<file path="src/include/sctc_map.vh">
// register map, field positions, reset values and sizes of the client sdo control
`ifndef SCTC_MAP_VH
`define SCTC_MAP_VH

// register offsets (byte addresses, one 32-bit word each)
`define SCTC_OFF_CTRL      8'h00
`define SCTC_OFF_TXDATA    8'h04
`define SCTC_OFF_STATUS    8'h08
`define SCTC_OFF_RXDATA    8'h0c
`define SCTC_OFF_INTF      8'h10
`define SCTC_OFF_INTE      8'h14

// control register fields
`define SCTC_CTRL_W        5
`define SCTC_CTRL_TXR      0
`define SCTC_CTRL_SELPOL   1
`define SCTC_CTRL_SELFRC   2
`define SCTC_CTRL_PINDIR   3
`define SCTC_CTRL_PINLAT   4
`define SCTC_CTRL_RST      5'h0a

// status register fields
`define SCTC_STAT_EMPTY    0
`define SCTC_STAT_FULL     1
`define SCTC_STAT_SEL      2
`define SCTC_STAT_CNT_LSB  4

// interrupt flag and mask fields
`define SCTC_INT_W         4
`define SCTC_INT_UNDERFLOW 0
`define SCTC_INT_RXBYTE    1
`define SCTC_INT_OVERFLOW  2
`define SCTC_INT_SELSTART  3
`define SCTC_INT_RST       4'h0

// data path sizes
`define SCTC_DATA_W        8
`define SCTC_FIFO_DEPTH    4
`define SCTC_BIT_CNT_W     3

`endif

</file>
<file path="src/verilog/sctc_fifo.v">
// transmit fifo of the client sdo control: head peek, pop and occupancy count
`timescale 1ns/10ps
module sctc_fifo
#(
  parameter WIDTH = 8,
  parameter DEPTH = 4,
  parameter AW    = 2
)
(
  input  wire             clock_i,
  input  wire             rstn_i,
  input  wire             ce_i,
  input  wire             push_valid_i,
  output wire             push_ready_o,
  input  wire [WIDTH-1:0] push_data_i,
  input  wire             pop_i,
  output wire [WIDTH-1:0] head_o,
  output wire             empty_o,
  output wire             full_o,
  output wire [AW:0]      count_o
);

  reg  [WIDTH-1:0] mem_r [0:DEPTH-1];
  reg  [AW-1:0]    wr_ptr_r;
  reg  [AW-1:0]    rd_ptr_r;
  reg  [AW:0]      count_r;
  wire             do_push;
  wire             do_pop;

  assign full_o       = (count_r == DEPTH[AW:0]);
  assign empty_o      = (count_r == {(AW+1){1'b0}});
  assign push_ready_o = ~full_o;
  assign head_o       = mem_r[rd_ptr_r];
  assign count_o      = count_r;
  assign do_push      = push_valid_i & ~full_o;
  // a pop on empty is dropped so the count can never wrap below zero
  assign do_pop       = pop_i & ~empty_o;

  always @(posedge clock_i)
  begin
    if (ce_i && do_push)
    begin
      mem_r[wr_ptr_r] <= push_data_i;
    end
  end

  always @(posedge clock_i or negedge rstn_i)
  begin
    if (!rstn_i)
    begin
      wr_ptr_r <= {AW{1'b0}};
      rd_ptr_r <= {AW{1'b0}};
      count_r  <= {(AW+1){1'b0}};
    end
    else if (ce_i)
    begin
      if (do_push)
      begin
        wr_ptr_r <= (wr_ptr_r == DEPTH[AW-1:0] - 1'b1) ? {AW{1'b0}} : wr_ptr_r + 1'b1;
      end
      if (do_pop)
      begin
        rd_ptr_r <= (rd_ptr_r == DEPTH[AW-1:0] - 1'b1) ? {AW{1'b0}} : rd_ptr_r + 1'b1;
      end
      if (do_push && !do_pop)
      begin
        count_r <= count_r + 1'b1;
      end
      else if (do_pop && !do_push)
      begin
        count_r <= count_r - 1'b1;
      end
    end
  end

endmodule // sctc_fifo

</file>
<file path="src/verilog/sctc_top.v">
// client-mode serial data output control with transmit fifo and register port
//
// Overview of operation
// - sdo state from direction, txr, select, fifo-empty
// - direction 0, inactive: drive output latch level
// - direction 0: pin always driven
// - direction 1: drive only with txr and select
// - active data chosen by txr and fifo fill
// - txr, select, data: send oldest, pop it
// - txr, select, empty: send last received byte, flag underflow
// - no txr, direction 0, data: peek, keep
// - no txr, direction 0, empty: send last received byte, no underflow
// - direction 1, no txr: pin carries nothing
// - select polarity bit: low-active when set
// - select force makes select always active
`timescale 1ns/10ps
`include "sctc_map.vh"
module sctc_top
#(
  parameter DATA_W     = `SCTC_DATA_W,
  parameter FIFO_DEPTH = `SCTC_FIFO_DEPTH,
  parameter FIFO_AW    = 2
)
(
  input  wire        clock_i,
  input  wire        rstn_i,
  input  wire        ce_i,
  input  wire [7:0]  addr_i,
  input  wire [31:0] wdata_i,
  input  wire        wr_i,
  input  wire        rd_i,
  output wire [31:0] rdata_o,
  input  wire        sck_i,
  input  wire        ss_i,
  input  wire        sdi_i,
  output wire        sdo_o,
  output wire        sdo_oe_o,
  output wire        irq_o
);

  function hit;
    input [7:0] a;
    input [7:0] off;
    begin
      hit = (a == off);
    end
  endfunction

  // control and interrupt state
  reg  [`SCTC_CTRL_W-1:0] ctrl_r;
  reg  [`SCTC_INT_W-1:0]  intf_r;
  reg  [`SCTC_INT_W-1:0]  intf_nxt;
  reg  [`SCTC_INT_W-1:0]  inte_r;
  reg  [31:0]             rdata_r;
  reg  [31:0]             rdata_nxt;

  // pin synchronisers: stage 1 feeds stage 2 only
  reg                     sck_s1_r;
  reg                     sck_s2_r;
  reg                     sck_s3_r;
  reg                     ss_s1_r;
  reg                     ss_s2_r;
  reg                     sdi_s1_r;
  reg                     sdi_s2_r;

  // shift engine
  reg  [DATA_W-1:0]       tx_shift_r;
  reg  [DATA_W-1:0]       rx_shift_r;
  reg  [DATA_W-1:0]       rx_last_r;
  reg  [`SCTC_BIT_CNT_W-1:0] bit_cnt_r;
  reg                     loaded_r;
  reg                     sel_prev_r;
  reg                     sdo_r;
  reg                     sdo_oe_r;
  reg                     sdo_nxt;
  reg                     sdo_oe_nxt;

  wire                    transmit_data_required;
  wire                    sel_pol;
  wire                    sel_force;
  wire                    pin_dir;
  wire                    pin_lat;
  wire                    sel_act;
  wire                    sck_rise;
  wire                    sck_fall;
  wire                    slot_end;
  wire                    load_evt;
  wire                    byte_done;
  wire                    fifo_push;
  wire                    fifo_ready;
  wire                    fifo_pop;
  wire [DATA_W-1:0]       fifo_head;
  wire                    fifo_empty;
  wire                    fifo_full;
  wire [FIFO_AW:0]        fifo_cnt;
  wire [`SCTC_INT_W-1:0]  evt;
  wire [31:0]             status_word;

  assign transmit_data_required       = ctrl_r[`SCTC_CTRL_TXR];
  assign sel_pol   = ctrl_r[`SCTC_CTRL_SELPOL];
  assign sel_force = ctrl_r[`SCTC_CTRL_SELFRC];
  assign pin_dir   = ctrl_r[`SCTC_CTRL_PINDIR];
  assign pin_lat   = ctrl_r[`SCTC_CTRL_PINLAT];

  // effective select after polarity and force
  assign sel_act = sel_force | (sel_pol ? ~ss_s2_r : ss_s2_r);

  assign sck_rise = sel_act & loaded_r & sck_s2_r & ~sck_s3_r;
  assign sck_fall = sel_act & loaded_r & ~sck_s2_r & sck_s3_r;

  // a byte is chosen once per byte slot, before its first sck edge
  // the eighth fall loads the next byte at once: a separate reload cycle
  // would put its first bit on the pin after the host's next rising edge
  assign slot_end  = sck_fall & (bit_cnt_r == {`SCTC_BIT_CNT_W{1'b0}});
  assign load_evt  = sel_act & (~loaded_r | slot_end);
  assign byte_done = sck_rise & (bit_cnt_r == {`SCTC_BIT_CNT_W{1'b1}});

  // only a txr slot with data consumes the head; with txr clear it is a peek
  assign fifo_pop  = load_evt & transmit_data_required & ~fifo_empty;

  assign fifo_push = ce_i & wr_i & hit(addr_i, `SCTC_OFF_TXDATA);

  assign evt[`SCTC_INT_UNDERFLOW] = load_evt & transmit_data_required & fifo_empty;
  assign evt[`SCTC_INT_RXBYTE]    = byte_done;
  assign evt[`SCTC_INT_OVERFLOW]  = fifo_push & ~fifo_ready;
  assign evt[`SCTC_INT_SELSTART]  = sel_act & ~sel_prev_r;

  assign status_word = {{(32-`SCTC_STAT_CNT_LSB-FIFO_AW-1){1'b0}},
                        fifo_cnt,
                        1'b0,
                        sel_act,
                        fifo_full,
                        fifo_empty};

  sctc_fifo
  #(
    .WIDTH (DATA_W),
    .DEPTH (FIFO_DEPTH),
    .AW    (FIFO_AW)
  )
  u_fifo
  (
    .clock_i      (clock_i),
    .rstn_i       (rstn_i),
    .ce_i         (ce_i),
    .push_valid_i (fifo_push),
    .push_ready_o (fifo_ready),
    .push_data_i  (wdata_i[DATA_W-1:0]),
    .pop_i        (fifo_pop),
    .head_o       (fifo_head),
    .empty_o      (fifo_empty),
    .full_o       (fifo_full),
    .count_o      (fifo_cnt)
  );

  // two-stage capture of the host pins, third sck stage for edge finding
  always @(posedge clock_i or negedge rstn_i)
  begin
    if (!rstn_i)
    begin
      sck_s1_r <= 1'b0;
      sck_s2_r <= 1'b0;
      sck_s3_r <= 1'b0;
      ss_s1_r  <= 1'b1;
      ss_s2_r  <= 1'b1;
      sdi_s1_r <= 1'b0;
      sdi_s2_r <= 1'b0;
    end
    else if (ce_i)
    begin
      sck_s1_r <= sck_i;
      sck_s2_r <= sck_s1_r;
      sck_s3_r <= sck_s2_r;
      ss_s1_r  <= ss_i;
      ss_s2_r  <= ss_s1_r;
      sdi_s1_r <= sdi_i;
      sdi_s2_r <= sdi_s1_r;
    end
  end

  // control and mask registers
  always @(posedge clock_i or negedge rstn_i)
  begin
    if (!rstn_i)
    begin
      ctrl_r <= `SCTC_CTRL_RST;
      inte_r <= `SCTC_INT_RST;
    end
    else if (ce_i && wr_i)
    begin
      if (hit(addr_i, `SCTC_OFF_CTRL))
      begin
        ctrl_r <= wdata_i[`SCTC_CTRL_W-1:0];
      end
      if (hit(addr_i, `SCTC_OFF_INTE))
      begin
        inte_r <= wdata_i[`SCTC_INT_W-1:0];
      end
    end
  end

  // sticky flags: a new event beats a write-one clear in the same cycle
  always @*
  begin
    intf_nxt = intf_r;
    if (wr_i && hit(addr_i, `SCTC_OFF_INTF))
    begin
      intf_nxt = intf_nxt & ~wdata_i[`SCTC_INT_W-1:0];
    end
    intf_nxt = intf_nxt | evt;
  end

  always @(posedge clock_i or negedge rstn_i)
  begin
    if (!rstn_i)
    begin
      intf_r <= `SCTC_INT_RST;
    end
    else if (ce_i)
    begin
      intf_r <= intf_nxt;
    end
  end

  assign irq_o = |(intf_r & inte_r);

  // read data stands only in the cycle after the strobe
  always @*
  begin
    rdata_nxt = 32'h0000_0000;
    if (rd_i)
    begin
      case (addr_i)
        `SCTC_OFF_CTRL:
          rdata_nxt = {{(32-`SCTC_CTRL_W){1'b0}}, ctrl_r};
        `SCTC_OFF_STATUS:
          rdata_nxt = status_word;
        `SCTC_OFF_RXDATA:
          rdata_nxt = {{(32-DATA_W){1'b0}}, rx_last_r};
        `SCTC_OFF_INTF:
          rdata_nxt = {{(32-`SCTC_INT_W){1'b0}}, intf_r};
        `SCTC_OFF_INTE:
          rdata_nxt = {{(32-`SCTC_INT_W){1'b0}}, inte_r};
        default:
          rdata_nxt = 32'h0000_0000;
      endcase
    end
  end

  always @(posedge clock_i or negedge rstn_i)
  begin
    if (!rstn_i)
    begin
      rdata_r <= 32'h0000_0000;
    end
    else if (ce_i)
    begin
      rdata_r <= rdata_nxt;
    end
  end

  assign rdata_o = rdata_r;

  // shift engine: mode 0 framing, sample on rising sck, change on falling sck
  always @(posedge clock_i or negedge rstn_i)
  begin
    if (!rstn_i)
    begin
      tx_shift_r <= {DATA_W{1'b0}};
      rx_shift_r <= {DATA_W{1'b0}};
      rx_last_r  <= {DATA_W{1'b0}};
      bit_cnt_r  <= {`SCTC_BIT_CNT_W{1'b0}};
      loaded_r   <= 1'b0;
      sel_prev_r <= 1'b0;
    end
    else if (ce_i)
    begin
      sel_prev_r <= sel_act;
      if (!sel_act)
      begin
        // a dropped select abandons any partial byte
        loaded_r  <= 1'b0;
        bit_cnt_r <= {`SCTC_BIT_CNT_W{1'b0}};
      end
      else if (load_evt)
      begin
        loaded_r <= 1'b1;
        if (fifo_empty)
        begin
          tx_shift_r <= rx_last_r;
        end
        else
        begin
          tx_shift_r <= fifo_head;
        end
      end
      else if (sck_rise)
      begin
        rx_shift_r <= {rx_shift_r[DATA_W-2:0], sdi_s2_r};
        bit_cnt_r  <= bit_cnt_r + 1'b1;
        if (byte_done)
        begin
          rx_last_r <= {rx_shift_r[DATA_W-2:0], sdi_s2_r};
        end
      end
      else if (sck_fall)
      begin
        tx_shift_r <= {tx_shift_r[DATA_W-2:0], 1'b0};
      end
    end
  end

  // pin drive decision from direction, txr, select and shifter
  always @*
  begin
    sdo_nxt    = pin_lat;
    sdo_oe_nxt = 1'b0;
    if (!pin_dir)
    begin
      sdo_oe_nxt = 1'b1;
      if (sel_act)
      begin
        sdo_nxt = tx_shift_r[DATA_W-1];
      end
      else
      begin
        sdo_nxt = pin_lat;
      end
    end
    else
    begin
      // with txr clear the pin stays released whatever the fifo holds
      sdo_oe_nxt = transmit_data_required & sel_act;
      sdo_nxt    = tx_shift_r[DATA_W-1];
    end
  end

  always @(posedge clock_i or negedge rstn_i)
  begin
    if (!rstn_i)
    begin
      sdo_r    <= 1'b0;
      sdo_oe_r <= 1'b0;
    end
    else if (ce_i)
    begin
      sdo_r    <= sdo_nxt;
      sdo_oe_r <= sdo_oe_nxt;
    end
  end

  assign sdo_o    = sdo_r;
  assign sdo_oe_o = sdo_oe_r;

endmodule // sctc_top

</file>
<file path="config.mk">
export PLATFORM = sky130hd
export DESIGN_NAME = sctc_top
export DESIGN_NICKNAME = d
export VERILOG_FILES = /design/src/verilog/sctc_fifo.v /design/src/verilog/sctc_top.v
export VERILOG_INCLUDE_DIRS = /design/src /design/src/include
export SDC_FILE = /design/constraint.sdc
export NUM_CORES = 1
export LEC_CHECK = 0
export ABC_AREA = 1
export BUFFER_PORTS_ARGS = -buffer_cell sky130_fd_sc_hd__buf_4
export CAP_MARGIN = 10
export CORE_MARGIN = 2
export CORE_UTILIZATION = 25
export CTS_CLUSTER_SIZE = 25
export DETAILED_ROUTE_END_ITERATION = 6
export PLACE_DENSITY = 0.53
export SYNTH_ARGS = -nofsm -noshare
export SYNTH_HDL_FRONTEND = slang
export SYNTH_SLANG_ARGS = --single-unit
</file>
<file path="constraint.sdc">
create_clock -name clock_i -period 6.59 [get_ports clock_i]
set_input_delay 0.3295 -clock clock_i [delete_from_list [all_inputs] [get_ports clock_i]]
set_output_delay 0.3295 -clock clock_i [all_outputs]
set_load 0.01 [all_outputs]
</file>
==> flow_summary.json <==
{
  "synth_async_sr_flop_share_pct": 67.01,
  "cp_data_arrival_time_ns": 2.84,
  "power_leakage_uw": 0.002695,
  "grt_usage_pct": 10.94,
  "yosysWarnings": 0,
  "grt_pass1_vias": 3542,
  "regToRegSetupSlack_ns": 3.98,
  "cts_sinks": 97,
  "hold_class": "input port to asynchronous set/reset pin",
  "ir_worst_vdd_v": 0.00009863,
  "antenna_left": 0,
  "rsz0062_at_grt": "no",
  "clk-insertion-delay-late_ns": 0.35,
  "start_kind": "register",
  "synth-main-ff-cell": "dfrtp_1",
  "synth_top_area_share_pct": 30.75,
  "synthesis.area_mm2": 0.004964,
  "fmax_mhz": 382.5,
  "syn_inst": 597,
  "finalHoldViolations": 0,
  "grt_first_pass_wirelength_um": 18170,
  "numPortBuffers": 34,
  "max_cap_violations": 0,
  "worstSetupPathType": "register to register",
  "slew_headroom_pct": 42.84,
  "cts_resized": 0,
  "die_h_um": 144.9,
  "outcome": "finished, final reports clean",
  "yosysSeqAreaShare_pct": 52.23,
  "postCtsSetupBuffers": 0,
  "ys_top_cells_by_area": "dfrtp_1 31%, edfxtp_1 19%, nand2_1 14%",
  "post-route-util_pct": 29.15,
  "cts.root.buffer_cell": "clkbuf_16",
  "start_util_pct": 25.50,
  "drive_gt1_share_pct": 12.82,
  "cts.path.max_buffers": 2,
  "synth_edf_count": 32,
  "crit_fanout": 18,
  "setup_viol": 0,
  "rows": 51,
  "die_w_um": 144.9,
  "area_delta_synth_final_pct": 14.29,
  "powerDensity_mw_per_mm2": 250.9,
  "via_count": 3615,
  "antenna_found_initial": 0,
  "r2r_start": "u_fifo.count_o[2]",
  "grt_max_degree": 66,
  "core_mm2": 0.01946,
  "overflow": 0,
  "htree_levels": 3,
  "yosysTopAreaCell": "dfrtp_1",
  "initialDrtViolationCount": 165,
  "avgViaCountPerCell": 4.030,
  "cts_tree": "done",
  "cp_data_required_time_ns": 6.82,
  "critPathCaptureType": "register",
  "finClkSkew_ns": 0.003754,
  "antenna_cells": 0,
  "yosys_register_bits": 97,
  "gp_congestion": 0.8401,
  "nNetsFinal": 685,
  "cts_hold_buf": 0,
  "n_fill_cell": 2131,
  "worstMarginPinSlew_ns": 0.8573,
  "r2r_cells": 9,
  "wl_per_cell_um": 12.04,
  "dieArea_mm2": 0.02100,
  "cts_made_buffers": 9,
  "tns_ns": 0,
  "period_share_pct": 39.67,
  "dr.pass1.iters": 4,
  "r2r-end": "u_fifo.count_o[2]",
  "multi_input_area_mm2": 0.001906,
  "clk_pin_slew_ns": 0.07,
  "regArea_mm2": 0.002592,
  "layout_min_cycle_time_ns": 2.614,
  "synth.distinct_cells": 33,
  "syn_area_per_cell_um2": 8.314,
  "drc_errors": 0,
  "design.portCount": 83,
  "dpl.hpwl_um": 7628,
  "slew_violations": 0,
  "wirelength_um": 10800
}
==> state kept, by name, summed over array words and instances (netlist names), 2 cells and up <==
name,count
u_fifo.mem_r,32
rx_last_r,8
intf_r,4
ctrl_r,5
bit_cnt_r,3
rx_shift_r,7
inte_r,4
u_fifo.rd_ptr_r,2
u_fifo.count_o,3
tx_shift_r,8
u_fifo.wr_ptr_r,2
rdata_o,8
==> synth_stat cells, types with 2 or more instances <==
library cell	instances
nand2_1	186
inv_1	74
dfrtp_1	61
nor2_1	61
nand3_1	48
o21ai_0	36
edfxtp_1	32
buf_4	27
or2_2	11
ha_1	9
buf_2	6
nand4_1	6
a21oi_1	4
dfstp_2	4
nor2_4	4
clkbuf_1	3
nor2_2	3
nor3_1	3
buf_6	2
inv_2	2
nand2_2	2
xor2_1	2
==> per-layer routing <==
metal	up-vias	wire length [um]	part of all wire (%)	track usage [%]
met5	-	0	0	0
met4	0	226	2.1	4.901
met3	11	231	2.1	1.164
met2	54	5107	47	18.45
met1	1671	5231	48	14.19
li1	1879	-	-	-
==> cells by family after synthesis <==
logic type                 count (synthesis)  share of synthesized area (%)
other                                      1                        0.07555
adders and majority gates                 10                          2.672
buffers and inverters                    114                          11.12
AOI/OAI and AO/OA                         42                          4.487
and+or+nand+nor                          330                          28.84
muxes                                      1                         0.2269
DFF                                       97                          52.23
xor gates and xnor gates                   2                         0.3530
==> where the power goes <==
group / internal (uW) / switching [uW] / total, uW / leakage (uW)
sequential: 675 / 38.1 / 713 / 0.00111
clock: 298 / 240 / 539 / 0.000147
combinational: 66.0 / 106 / 172 / 0.00144
==> stage by stage <==
step,cells,hold WS (ns),area (um2),setup WS (ns),power [uW]
floorplan,620,0.03391,5050,4.348,853.2
detailed placement,881,0.4599,5370,3.973,901.4
global placement,881,0.4532,5370,3.973,898.8
CTS,897,0.1254,5673,3.944,1446
global route,897,0.1701,5673,3.770,1501
finish,897,0.08384,5673,3.976,1424
==> critical path: stages (launching register included) <==
cell,delay (ns)
dfrtp_1,0.45
nor3_4,0.66
inv_1,0.23
nand2_1,0.18
ha_1,0.16
inv_1,0.06
fa_1,0.37
o21ai_0,0.16
a21oi_1,0.07
xor2_1,0.14
==> layout by cell type, fill, tap and decap left out <==
| master | instances |
|---|---|
| bufinv_16 | 1 |
| clkbuf_16 | 9 |
| nor4_1 | 1 |
| clkinv_4 | 1 |
| nand3_1 | 48 |
| nand2_2 | 2 |
| conb_1 | 24 |
| nand2_1 | 186 |
| or2_2 | 11 |
| nor3_1 | 3 |
| clkinv_2 | 1 |
| or2_0 | 1 |
| inv_2 | 2 |
| nand3b_4 | 1 |
| xor2_1 | 2 |
| dfstp_2 | 4 |
| dfrtp_1 | 61 |
| or2_1 | 1 |
| o21ai_0 | 36 |
| nor2_4 | 4 |
| nor2_2 | 3 |
| a21oi_1 | 4 |
| o21ai_4 | 1 |
| buf_4 | 34 |
| nor2_1 | 61 |
| nand2_4 | 1 |
| edfxtp_1 | 32 |
| a31oi_1 | 1 |
| fa_1 | 1 |
| clkinvlp_4 | 1 |
| inv_6 | 3 |
| inv_1 | 74 |
| mux2_2 | 1 |
| ha_1 | 9 |
| nor3_4 | 1 |
| nand4_1 | 6 |
==> worst max-delay path by stage <==
stage	from	end	slack, ns	cells past startpoint
after floorplan	bit_cnt_r[0]	u_fifo.count_o[1]	4.35	11
after global placement	u_fifo.count_o[1]	u_fifo.count_o[2]	3.97	9
after detailed placement	u_fifo.count_o[1]	u_fifo.count_o[2]	3.97	9
after CTS	u_fifo.count_o[1]	u_fifo.count_o[2]	3.94	9
after global routing	u_fifo.count_o[2]	u_fifo.count_o[2]	3.77	9
final	u_fifo.count_o[2]	u_fifo.count_o[2]	3.98	9
==> layout make-up <==
| cell class | count | area share (%) |
|---|---|---|
| clock buffer | 9 | 3.970 |
| multi-input combinational | 409 | 33.59 |
| tap | 265 | 5.845 |
| sequential | 97 | 45.70 |
| clock inverter | 7 | 1.367 |
| inverter | 76 | 5.029 |
| timing repair buffer | 34 | 4.499 |
(Power assumes the default switching activity.)
